[config.mk]
export PLATFORM = sky130hd
export DESIGN_NAME = rtctrm_top
export DESIGN_NICKNAME = d
export VERILOG_FILES = /design/src/inc/rtctrm_pkg.sv /design/src/rtl/rtctrm_cnt.sv /design/src/rtl/rtctrm_top.sv
export SDC_FILE = /design/constraint.sdc
export NUM_CORES = 1
export LEC_CHECK = 0
export BUFFER_PORTS_ARGS = -buffer_cell sky130_fd_sc_hd__buf_2
export CAP_MARGIN = 20
export CELL_PAD_IN_SITES_DETAIL_PLACEMENT = 2
export CELL_PAD_IN_SITES_GLOBAL_PLACEMENT = 2
export CORE_MARGIN = 3
export CORE_UTILIZATION = 36
export CTS_BUF_LIST = sky130_fd_sc_hd__clkbuf_8
export CTS_CLUSTER_SIZE = 25
export DETAILED_ROUTE_END_ITERATION = 8
export GPL_TIMING_DRIVEN = 0
export PLACE_DENSITY_LB_ADDON = 0.08
export SLEW_MARGIN = 0
export SYNTH_ARGS = -nofsm -noshare
export SYNTH_HDL_FRONTEND = slang
export SYNTH_SLANG_ARGS = --single-unit
[constraint.sdc]
create_clock -name pclk -period 2.9 [get_ports pclk]
set_input_delay 0.87 -clock pclk [delete_from_list [all_inputs] [get_ports pclk]]
set_output_delay 0.87 -clock pclk [all_outputs]
set_load 0.05 [all_outputs]
[src/inc/rtctrm_pkg.sv]
// constants, types and register map of the rate-trim corrector
// assumes an apb master and a synchronous 32.768 kHz tick pulse
package rtctrm_pkg;

    // -------------------------------------------------------------
    // register indices, byte address is four times the index
    // -------------------------------------------------------------
    localparam logic [7:0] IDX_RATE_TRIM  = 8'h24;
    localparam logic [7:0] IDX_OSC_CTRL   = 8'h25;
    localparam logic [7:0] IDX_IRQ_EN_A   = 8'h29;
    localparam logic [7:0] IDX_IRQ_EN_B   = 8'h2a;
    localparam logic [7:0] IDX_EVT_STATUS = 8'h40;
    localparam logic [7:0] IDX_EVT_MASK   = 8'h41;
    localparam logic [7:0] IDX_TRIM_STATE = 8'h42;

    // -------------------------------------------------------------
    // field positions and reset values
    // -------------------------------------------------------------
    localparam int unsigned CADENCE_BIT  = 6;
    localparam int unsigned TRIM_IEN_BIT = 5;
    localparam int unsigned EVT_CORR_BIT = 0;
    localparam int unsigned EVT_TRIG_BIT = 1;
    localparam int unsigned EVT_W        = 2;
    localparam logic [7:0] RATE_TRIM_RST = 8'h00;
    localparam logic [7:0] OSC_CTRL_RST  = 8'h00;
    localparam logic       IRQ_EN_RST    = 1'b0;
    localparam logic [1:0] EVT_RST       = 2'h0;

    // -------------------------------------------------------------
    // timebase
    // -------------------------------------------------------------
    localparam int unsigned XTAL_HZ           = 32768;
    localparam int unsigned SEC_PER_MIN       = 60;
    localparam int unsigned MIN_PER_HOUR      = 60;
    localparam int unsigned NORM_PERIOD_HOURS = 4;
    localparam int unsigned FAST_PERIOD_MIN   = 8;
    localparam logic [5:0] SEC_LAST = 6'(SEC_PER_MIN - 1);
    localparam logic [5:0] MIN_LAST = 6'(MIN_PER_HOUR - 1);
    localparam logic [1:0] HR4_LAST = 2'(NORM_PERIOD_HOURS - 1);
    localparam logic [2:0] M8_LAST  = 3'(FAST_PERIOD_MIN - 1);

    // -------------------------------------------------------------
    // types
    // -------------------------------------------------------------
    typedef enum logic {ST_IDLE, ST_RUN} rtctrm_state_t;

    typedef struct packed {
        logic [11:0] addr;
        logic        write;
        logic [3:0]  strb;
        logic [31:0] wdata;
    } rtctrm_req_t;

endpackage

[src/rtl/rtctrm_cnt.sv]
// wrapping counter used for the seconds, minutes and period counters
// assumes one clock, enable pulses and an asynchronous low reset
module rtctrm_cnt
#(
    parameter int unsigned  W   = 6,
    parameter logic [W-1:0] MAX = '1
)
(
    input  wire logic         clk,
    input  wire logic         rst_n,
    input  wire logic         en,
    output logic [W-1:0] value,
    output logic         wrap
);

    assign wrap = (value == MAX);

    always_ff @(posedge clk or negedge rst_n)
    begin
        if (!rst_n)
            value <= '0;
        else if (en)
            value <= wrap ? '0 : value + W'(1);
    end

endmodule

[src/rtl/rtctrm_top.sv]
// rate-trim corrector of a real-time clock with apb register access
// assumes xtal_tick is a one-cycle pulse, synchronous to pclk
//
// Summary of operation
// - trim is signed 8 bits, zero means none
// - normal cadence triggers every four hours
// - fast cadence triggers every eight minutes
// - cadence select is oscillator control bit 6
// - correction changes second length, not oscillator
// - normal: one pulse per minute until done
// - normal pulses spill over at most three hours
// - every applied pulse is a visible event
// - fast: one pulse per second, three minutes max
// - enabled interrupt pulse per correction, each output
module rtctrm_top
#(
    parameter int unsigned PRESCALE = rtctrm_pkg::XTAL_HZ
)
(
    input  wire logic        pclk,
    input  wire logic        presetn,
    input  wire logic [11:0] paddr,
    input  wire logic        psel,
    input  wire logic        penable,
    input  wire logic        pwrite,
    input  wire logic [3:0]  pstrb,
    input  wire logic [31:0] pwdata,
    output logic [31:0] prdata,
    output logic        pready,
    output logic        pslverr,
    input  wire logic        xtal_tick,
    output logic        corr_pulse,
    output logic        irq,
    output logic        irq_out_a_n,
    output logic        irq_out_b_n
);

    localparam int unsigned PW = $clog2(PRESCALE);

    // ---------------------------------------------------------------
    // apb decode
    // ---------------------------------------------------------------
    rtctrm_pkg::rtctrm_req_t req;
    logic [7:0]  idx;
    logic        in_range;
    logic        sel_trim;
    logic        sel_osc;
    logic        sel_ena;
    logic        sel_enb;
    logic        sel_stat;
    logic        sel_mask;
    logic        sel_state;
    logic        mapped;
    logic        setup;
    logic        wr;
    logic [31:0] rd_data;

    assign req       = '{addr: paddr, write: pwrite, strb: pstrb,
                         wdata: pwdata};
    assign idx       = req.addr[9:2];
    assign in_range  = (req.addr[11:10] == 2'h0) && (req.addr[1:0] == 2'h0);
    assign sel_trim  = in_range && (idx == rtctrm_pkg::IDX_RATE_TRIM);
    assign sel_osc   = in_range && (idx == rtctrm_pkg::IDX_OSC_CTRL);
    assign sel_ena   = in_range && (idx == rtctrm_pkg::IDX_IRQ_EN_A);
    assign sel_enb   = in_range && (idx == rtctrm_pkg::IDX_IRQ_EN_B);
    assign sel_stat  = in_range && (idx == rtctrm_pkg::IDX_EVT_STATUS);
    assign sel_mask  = in_range && (idx == rtctrm_pkg::IDX_EVT_MASK);
    assign sel_state = in_range && (idx == rtctrm_pkg::IDX_TRIM_STATE);
    assign mapped    = sel_trim | sel_osc | sel_ena | sel_enb | sel_stat
                     | sel_mask | sel_state;
    assign setup     = psel & ~penable;
    assign wr        = psel & penable & pready & req.write & req.strb[0]
                     & mapped;

    // ---------------------------------------------------------------
    // registers
    // ---------------------------------------------------------------
    logic [7:0] trim_q;
    logic [7:0] osc_q;
    logic       en_a_q;
    logic       en_b_q;
    logic [1:0] status_q;
    logic [1:0] status_d;
    logic [1:0] mask_q;
    logic [1:0] events;
    logic       cadence;

    assign cadence  = osc_q[rtctrm_pkg::CADENCE_BIT];
    assign status_d = (status_q & ~((wr & sel_stat) ? req.wdata[1:0]
                                                    : 2'h0)) | events;

    always_ff @(posedge pclk or negedge presetn)
    begin
        if (!presetn)
        begin
            trim_q   <= rtctrm_pkg::RATE_TRIM_RST;
            osc_q    <= rtctrm_pkg::OSC_CTRL_RST;
            en_a_q   <= rtctrm_pkg::IRQ_EN_RST;
            en_b_q   <= rtctrm_pkg::IRQ_EN_RST;
            mask_q   <= rtctrm_pkg::EVT_RST;
            status_q <= rtctrm_pkg::EVT_RST;
        end
        else
        begin
            if (wr && sel_trim)
                trim_q <= req.wdata[7:0];
            if (wr && sel_osc)
                osc_q <= req.wdata[7:0];
            if (wr && sel_ena)
                en_a_q <= req.wdata[rtctrm_pkg::TRIM_IEN_BIT];
            if (wr && sel_enb)
                en_b_q <= req.wdata[rtctrm_pkg::TRIM_IEN_BIT];
            if (wr && sel_mask)
                mask_q <= req.wdata[1:0];
            status_q <= status_d;
        end
    end

    // ---------------------------------------------------------------
    // apb answer, one cycle after setup
    // ---------------------------------------------------------------
    always_ff @(posedge pclk or negedge presetn)
    begin
        if (!presetn)
        begin
            pready  <= 1'b0;
            pslverr <= 1'b0;
            prdata  <= 32'h0000_0000;
        end
        else
        begin
            pready  <= setup;
            pslverr <= setup & ~mapped;
            prdata  <= (setup && !req.write) ? rd_data : 32'h0000_0000;
        end
    end

    // ---------------------------------------------------------------
    // prescaler and time counters
    // ---------------------------------------------------------------
    logic [PW-1:0] presc_q;
    logic          stretch_q;
    logic          presc_last;
    logic          sec_roll;
    logic          new_min;
    logic          new_hour;
    logic [5:0]    sec_val;
    logic [5:0]    min_val;
    logic [1:0]    hr4_val;
    logic [2:0]    m8_val;
    logic          sec_wrap;
    logic          min_wrap;
    logic          hr4_wrap;
    logic          m8_wrap;
    logic          corr_now;
    logic          shorten_sel;

    assign presc_last = (presc_q == PW'(PRESCALE - 1));
    assign sec_roll   = xtal_tick & ~stretch_q & presc_last;
    assign new_min    = sec_roll & sec_wrap;
    assign new_hour   = new_min & min_wrap;

    always_ff @(posedge pclk or negedge presetn)
    begin
        if (!presetn)
        begin
            presc_q   <= '0;
            stretch_q <= 1'b0;
        end
        else if (xtal_tick)
        begin
            if (stretch_q)
                stretch_q <= 1'b0;
            else if (presc_last)
            begin
                presc_q   <= (corr_now & shorten_sel) ? PW'(1) : '0;
                stretch_q <= corr_now & ~shorten_sel;
            end
            else
                presc_q <= presc_q + PW'(1);
        end
    end

    rtctrm_cnt #(.W(6), .MAX(rtctrm_pkg::SEC_LAST)) u_sec
    (
        .clk   (pclk),
        .rst_n (presetn),
        .en    (sec_roll),
        .value (sec_val),
        .wrap  (sec_wrap)
    );

    rtctrm_cnt #(.W(6), .MAX(rtctrm_pkg::MIN_LAST)) u_min
    (
        .clk   (pclk),
        .rst_n (presetn),
        .en    (new_min),
        .value (min_val),
        .wrap  (min_wrap)
    );

    rtctrm_cnt #(.W(2), .MAX(rtctrm_pkg::HR4_LAST)) u_hr4
    (
        .clk   (pclk),
        .rst_n (presetn),
        .en    (new_hour),
        .value (hr4_val),
        .wrap  (hr4_wrap)
    );

    rtctrm_cnt #(.W(3), .MAX(rtctrm_pkg::M8_LAST)) u_m8
    (
        .clk   (pclk),
        .rst_n (presetn),
        .en    (new_min),
        .value (m8_val),
        .wrap  (m8_wrap)
    );

    // ---------------------------------------------------------------
    // correction sequencer
    // ---------------------------------------------------------------
    rtctrm_pkg::rtctrm_state_t state_q;
    rtctrm_pkg::rtctrm_state_t state_d;
    logic [7:0] left_q;
    logic [7:0] left_d;
    logic [7:0] mag;
    logic       run_fast_q;
    logic       shorten_q;
    logic       norm_trig;
    logic       fast_trig;
    logic       trig;
    logic       step;

    assign norm_trig   = new_hour & hr4_wrap;
    assign fast_trig   = new_min & m8_wrap;
    assign trig        = cadence ? fast_trig : norm_trig;
    assign mag         = trim_q[7] ? (8'h00 - trim_q) : trim_q;
    assign shorten_sel = trig ? ~trim_q[7] : shorten_q;
    assign step        = (state_q == rtctrm_pkg::ST_RUN)
                       & (run_fast_q ? sec_roll : new_min);
    assign corr_now    = trig ? (mag != 8'h00) : step;
    assign events      = {trig, corr_now};

    always_comb
    begin
        state_d = state_q;
        left_d  = left_q;
        if (trig)
        begin
            left_d  = (mag != 8'h00) ? mag - 8'h01 : 8'h00;
            state_d = (left_d != 8'h00) ? rtctrm_pkg::ST_RUN
                                        : rtctrm_pkg::ST_IDLE;
        end
        else if (step)
        begin
            left_d  = left_q - 8'h01;
            state_d = (left_d != 8'h00) ? rtctrm_pkg::ST_RUN
                                        : rtctrm_pkg::ST_IDLE;
        end
    end

    always_ff @(posedge pclk or negedge presetn)
    begin
        if (!presetn)
        begin
            state_q    <= rtctrm_pkg::ST_IDLE;
            left_q     <= 8'h00;
            run_fast_q <= 1'b0;
            shorten_q  <= 1'b0;
        end
        else
        begin
            state_q <= state_d;
            left_q  <= left_d;
            if (trig)
            begin
                run_fast_q <= cadence;
                shorten_q  <= ~trim_q[7];
            end
        end
    end

    // ---------------------------------------------------------------
    // event outputs
    // ---------------------------------------------------------------
    always_ff @(posedge pclk or negedge presetn)
    begin
        if (!presetn)
        begin
            corr_pulse  <= 1'b0;
            irq         <= 1'b0;
            irq_out_a_n <= 1'b1;
            irq_out_b_n <= 1'b1;
        end
        else
        begin
            corr_pulse  <= corr_now;
            irq         <= |(status_d & mask_q);
            irq_out_a_n <= ~(corr_now & en_a_q);
            irq_out_b_n <= ~(corr_now & en_b_q);
        end
    end

    // ---------------------------------------------------------------
    // read mux
    // ---------------------------------------------------------------
    assign rd_data =
        sel_trim  ? {24'h00_0000, trim_q} :
        sel_osc   ? {24'h00_0000, osc_q} :
        sel_ena   ? {26'h000_0000, en_a_q, 5'h00} :
        sel_enb   ? {26'h000_0000, en_b_q, 5'h00} :
        sel_stat  ? {30'h0000_0000, status_q} :
        sel_mask  ? {30'h0000_0000, mask_q} :
        sel_state ? {21'h00_0000, state_q == rtctrm_pkg::ST_RUN,
                     run_fast_q, shorten_q, left_q} :
        32'h0000_0000;
endmodule

==> impl_table.tex <==
\begin{tabular}{lr}
\hline
Metric & Value \\
\hline
\multicolumn{2}{l}{\textbf{Synth}} \\
\quad Average cell area after synthesis & 10.0 um\^{}2 \\
\quad Most used flip-flop cell after synthesis & sky130\_fd\_sc\_hd\_\_dfrtp\_1 \\
\quad Post-synthesis cell type with the largest combined area & sky130\_fd\_sc\_hd\_\_dfrtp\_1 \\
\quad Adder and majority cell fraction of the synthesized area & 0.0243 \\
\quad Compound-gate portion of the synthesized area & 0.114 \\
\quad Sequential area share after synthesis & 0.448 \\
\quad Top post-synthesis cells by area & sky130\_fd\_sc\_hd\_\_dfrtp\_1 44\%, sky130\_fd\_sc\_hd\_\_mux2\_2 5.6\%, sky130\_fd\_sc\_hd\_\_nand2\_1 3.7\% \\
\quad Top cell type's share of synthesized area & 0.437 \\
\quad Library cells used by synthesis & 65 \\
\quad Share of synthesized cell area in and, or, nand and nor gates & 0.226 \\
\quad Top cells by count, synth & 81 x sky130\_fd\_sc\_hd\_\_dfrtp\_1, 46 x sky130\_fd\_sc\_hd\_\_nand2\_1, 43 x sky130\_fd\_sc\_hd\_\_nor2\_1, 23 x sky130\_fd\_sc\_hd\_\_mux2\_2, 22 x sky130\_fd\_sc\_hd\_\_buf\_4 \\
\quad Flop and latch count out of synthesis & 83 \\
\quad Main combinational cell family by area after synthesis & simple AND/OR/NAND/NOR gates \\
\quad Post-synthesis cell area & 4640 um\^{}2 \\
\quad Share of cell area taken by muxes after synthesis & 0.0696 \\
\quad Instance count of the mapped netlist & 464 \\
\quad Fraction of registers with async set/reset & 1.00 \\
\quad Number of synthesized flops with an enable pin & 0 \\
\quad Most repeated cell in the gate-level netlist after synthesis & sky130\_fd\_sc\_hd\_\_dfrtp\_1 \\
\quad Synth Area in XOR/XNOR & 0.0566 \\
\quad Yosys warnings & 0 \\
\multicolumn{2}{l}{\textbf{Routing}} \\
\quad Via count & 3,750 \\
\quad Vias per std cell & 5.27 \\
\quad Detailed-route wire length & 13,000 um \\
\quad Antenna Nets Post-Route & 0 \\
\quad Remaining design rule violation count & 0 \\
\quad Number of search-and-repair iterations in the first detailed-routing pass & 4 \\
\quad Iter 0 DRT Violations & 237 \\
\quad DR WL/cell & 18.3 um \\
\multicolumn{2}{l}{\textbf{Worst setup path}} \\
\quad Worst reg2reg startpoint & trim\_q[0] \\
\quad Critical path type & register to register \\
\quad Critical path required time & 3150 ps \\
\quad Endpoint of the lowest-slack register-to-register path & irq \\
\quad Worst reg-to-reg path cell count & 9 \\
\quad Maximum fanout along the worst path & 8 \\
\quad Slack of the worst reg-to-reg path & 280 ps \\
\quad Kind of start point of the critical path & register \\
\quad Worst path arrival time & 2870 ps \\
\quad Crit end category & register \\
\multicolumn{2}{l}{\textbf{Layout}} \\
\quad Number of nets at the end of the flow & 601 \\
\quad Filler cells & 1,402 \\
\quad ANT cells & 0 \\
\quad Post-layout instance area & 5370 um\^{}2 \\
\quad Post-Route Utilization & 0.436 \\
\quad Register area & 2080 um\^{}2 \\
\quad Area of combinational cells with multiple inputs & 2350 um\^{}2 \\
\quad Share of final-layout standard cells stronger than drive strength 1 & 0.236 \\
\quad Synthesis-to-finish area growth & 15.8\% \\
\quad Non-filler cells in the finished layout & 711 \\
\multicolumn{2}{l}{\textbf{Clock tree}} \\
\quad CTS hold repair buffers & 0 \\
\quad Clock network latency to the later pin of the worst-skew pair & 370 ps \\
\quad Post-CTS Setup Inserts & 0 \\
\quad CTS H-tree lvls & 3 \\
\quad Root Buffer & sky130\_fd\_sc\_hd\_\_clkbuf\_8 \\
\quad Clk buf depth & 2 \\
\quad Clock tree from TritonCTS & yes \\
\quad Clock Pin Slew Worst Setup and Hold Paths & 90 ps \\
\quad Post-CTS Resized & 0 \\
\quad Clk sink count & 83 \\
\quad TritonCTS Buffers & 9 \\
\multicolumn{2}{l}{\textbf{Job}} \\
\quad Count of max-cap constraint violations & 0 \\
\multicolumn{2}{l}{\textbf{Pwr}} \\
\quad Internal power & 0.00176 W \\
\quad Logic gate share of total power & 0.102 \\
\quad Register share of total power & 0.521 \\
\quad Part of the power in the clock network & 0.377 \\
\quad Power density over the cells & 450 nW/um\^{}2 \\
\quad Cell leakage power & 2.53 nW \\
\quad Sw Pwr & 0.000652 W \\
\quad Final total power & 0.00242 W \\
\quad Switching power share of the total & 0.270 \\
\quad VDD IR max & 0.248 mV \\
\multicolumn{2}{l}{\textbf{Timing}} \\
\quad Final worst path period share & 0.902 \\
\quad Least-Margin Pin Slew & 728 ps \\
\quad Minimum period implied by the final worst setup slack & 2620 ps \\
\quad Fin. Hold Viols & 0 \\
\quad Final total negative setup slack & 0 ps \\
\quad Skew final & 9.84 ps \\
\quad Worst rel slew slack & 0.511 \\
\quad Max Freq & 382 MHz \\
\quad Number of slew-limit violations in the final report & 0 \\
\quad Final setup vio count & 0 \\
\quad RSZ-0062 raised after global routing & no \\
\multicolumn{2}{l}{\textbf{Run status}} \\
\quad Outcome & complete, no violations \\
\multicolumn{2}{l}{\textbf{Floorplanning}} \\
\quad Total die area & 14,300 um\^{}2 \\
\quad Ports & 92 \\
\quad Total core area & 12,300 um\^{}2 \\
\quad Chip width & 120 um \\
\quad Initial Utilization & 0.377 \\
\quad Vertical die dimension & 120 um \\
\quad Core Rows & 40 \\
\multicolumn{2}{l}{\textbf{Placement}} \\
\quad Count of port buffers added during placement & 42 \\
\quad RePlAce Congestion & 0.762 \\
\quad Placement Cell Area & 5160 um\^{}2 \\
\quad Number of instances in the placed design & 695 \\
\quad Final HPWL DP & 9650 um \\
\multicolumn{2}{l}{\textbf{Min path}} \\
\quad Type of the worst min-delay path & input pin to async pin \\
\multicolumn{2}{l}{\textbf{Global route}} \\
\quad Initial antenna violation count & 0 \\
\quad Total overflow reported by the global router & 0 \\
\quad Maximum number of pins on one net before global-route repair & 52 \\
\quad Overall Global Routing Usage & 0.192 \\
\quad Wire length of the first global-routing pass & 22,000 um \\
\quad Vias in the first global route & 4,274 \\
\hline
\end{tabular}
power by group through the flow:
stage / sequential, W / clock [W] / combinational [W]
finish: 0.00126 / 0.000911 / 0.000246
global route: 0.00127 / 0.00101 / 0.000274
detailed placement: 0.00128 / 0 / 0.000246
global placement: 0.00128 / 0 / 0.000234
floorplan: 0.00127 / 0 / 0.000164
CTS: 0.00126 / 0.000953 / 0.000248
registers in the layout, indices dropped and copies added (netlist names), 2 cells and up:
| signal | count |
|---|---|
| u_m8.value | 3 |
| mask_q | 2 |
| u_sec.value | 6 |
| osc_q | 8 |
| prdata | 11 |
| presc_q | 15 |
| trim_q | 8 |
| left_q | 8 |
| status_q | 2 |
| u_hr4.value | 2 |
| u_min.value | 6 |
final cells by class:
type	instances	share of cell area
tap	168	0.0391
timing repair buffer	43	0.0447
sequential	83	0.387
inverter	10	0.00699
buffer	39	0.0456
multi-input combinational	352	0.438
clock buffer	9	0.0231
clock inverter	7	0.0156
routing by layer:
layer,routed length [um],GRT usage
met4,233,0.0723
met2,6440,0.319
met3,352,0.0273
met5,0,0
met1,5970,0.256
stage by stage:
step,hold WS (ps),setup slack [ps]
CTS,434,309
global route,453,87.7
floorplan,389,513
finish,440,284
detailed placement,428,-32.9
global placement,418,75.3
kinds of logic after synthesis:
family | after synthesis
buffers and inverters | 49
AO/OA/AOI/OAI | 75
multiplexers | 29
other | 1
flip-flops | 83
XOR/XNOR | 30
adder cells (fa/ha/maj) | 9
AND/OR/NAND/NOR | 188
placed cells by master (no fill, tap or decap), types with 3 or more instances in the layout:
master,synthesis,routed
sky130_fd_sc_hd__nand4b_1,4,4
sky130_fd_sc_hd__mux2i_1,5,5
sky130_fd_sc_hd__clkbuf_8,0,9
sky130_fd_sc_hd__nor3_1,17,17
sky130_fd_sc_hd__clkbuf_1,9,9
sky130_fd_sc_hd__buf_2,7,48
sky130_fd_sc_hd__nand3b_1,4,4
sky130_fd_sc_hd__nor2_1,43,43
sky130_fd_sc_hd__mux2_2,23,23
sky130_fd_sc_hd__and2_1,3,3
sky130_fd_sc_hd__nor4_1,3,3
sky130_fd_sc_hd__nor2b_1,5,5
sky130_fd_sc_hd__buf_4,22,23
sky130_fd_sc_hd__ha_1,9,9
sky130_fd_sc_hd__nand2b_1,7,7
sky130_fd_sc_hd__inv_1,10,11
sky130_fd_sc_hd__clkinv_2,0,4
sky130_fd_sc_hd__conb_1,1,21
sky130_fd_sc_hd__nand4_1,10,10
sky130_fd_sc_hd__a32oi_1,4,4
sky130_fd_sc_hd__nor4_4,3,3
sky130_fd_sc_hd__o21ai_1,3,3
sky130_fd_sc_hd__o21a_1,4,4
sky130_fd_sc_hd__o21ai_0,19,19
sky130_fd_sc_hd__xnor2_1,18,18
sky130_fd_sc_hd__xor2_1,12,12
sky130_fd_sc_hd__o31ai_1,4,4
sky130_fd_sc_hd__o22ai_1,4,4
sky130_fd_sc_hd__a21o_1,3,3
sky130_fd_sc_hd__and3_1,8,8
sky130_fd_sc_hd__nand3_1,13,13
sky130_fd_sc_hd__or3_1,5,5
sky130_fd_sc_hd__and4b_1,4,4
sky130_fd_sc_hd__a222oi_1,5,5
sky130_fd_sc_hd__a21oi_1,9,9
sky130_fd_sc_hd__dfrtp_1,81,81
sky130_fd_sc_hd__nand2_1,46,46
how the worst max path moves through the flow:
| stage | startpoint | endpoint | slack [ps] | depth (start not counted) |
|---|---|---|---|---|
| 5_1_grt | trim_q[0] | state_q | 90 | 9 |
| 2_1_floorplan | paddr[6] | osc_q[0] | 510 | 4 |
| 3_5_place_dp | paddr[11] | osc_q[0] | -30 | 5 |
| 6_report | trim_q[0] | irq | 280 | 9 |
| 3_3_place_gp | paddr[11] | trim_q[6] | 80 | 5 |
| 4_1_cts | trim_q[0] | irq | 310 | 9 |
worst max-delay path, cell delays in order (launching register included):
cell                      delay, ps
sky130_fd_sc_hd__dfrtp_1        360
sky130_fd_sc_hd__buf_2          180
sky130_fd_sc_hd__inv_1          120
sky130_fd_sc_hd__ha_1           330
sky130_fd_sc_hd__or4b_4         540
sky130_fd_sc_hd__nor4_4         190
sky130_fd_sc_hd__a41oi_2        130
sky130_fd_sc_hd__mux2i_2        290
sky130_fd_sc_hd__nand2_2         80
sky130_fd_sc_hd__a22o_1         250
(Power assumes the default switching activity.)
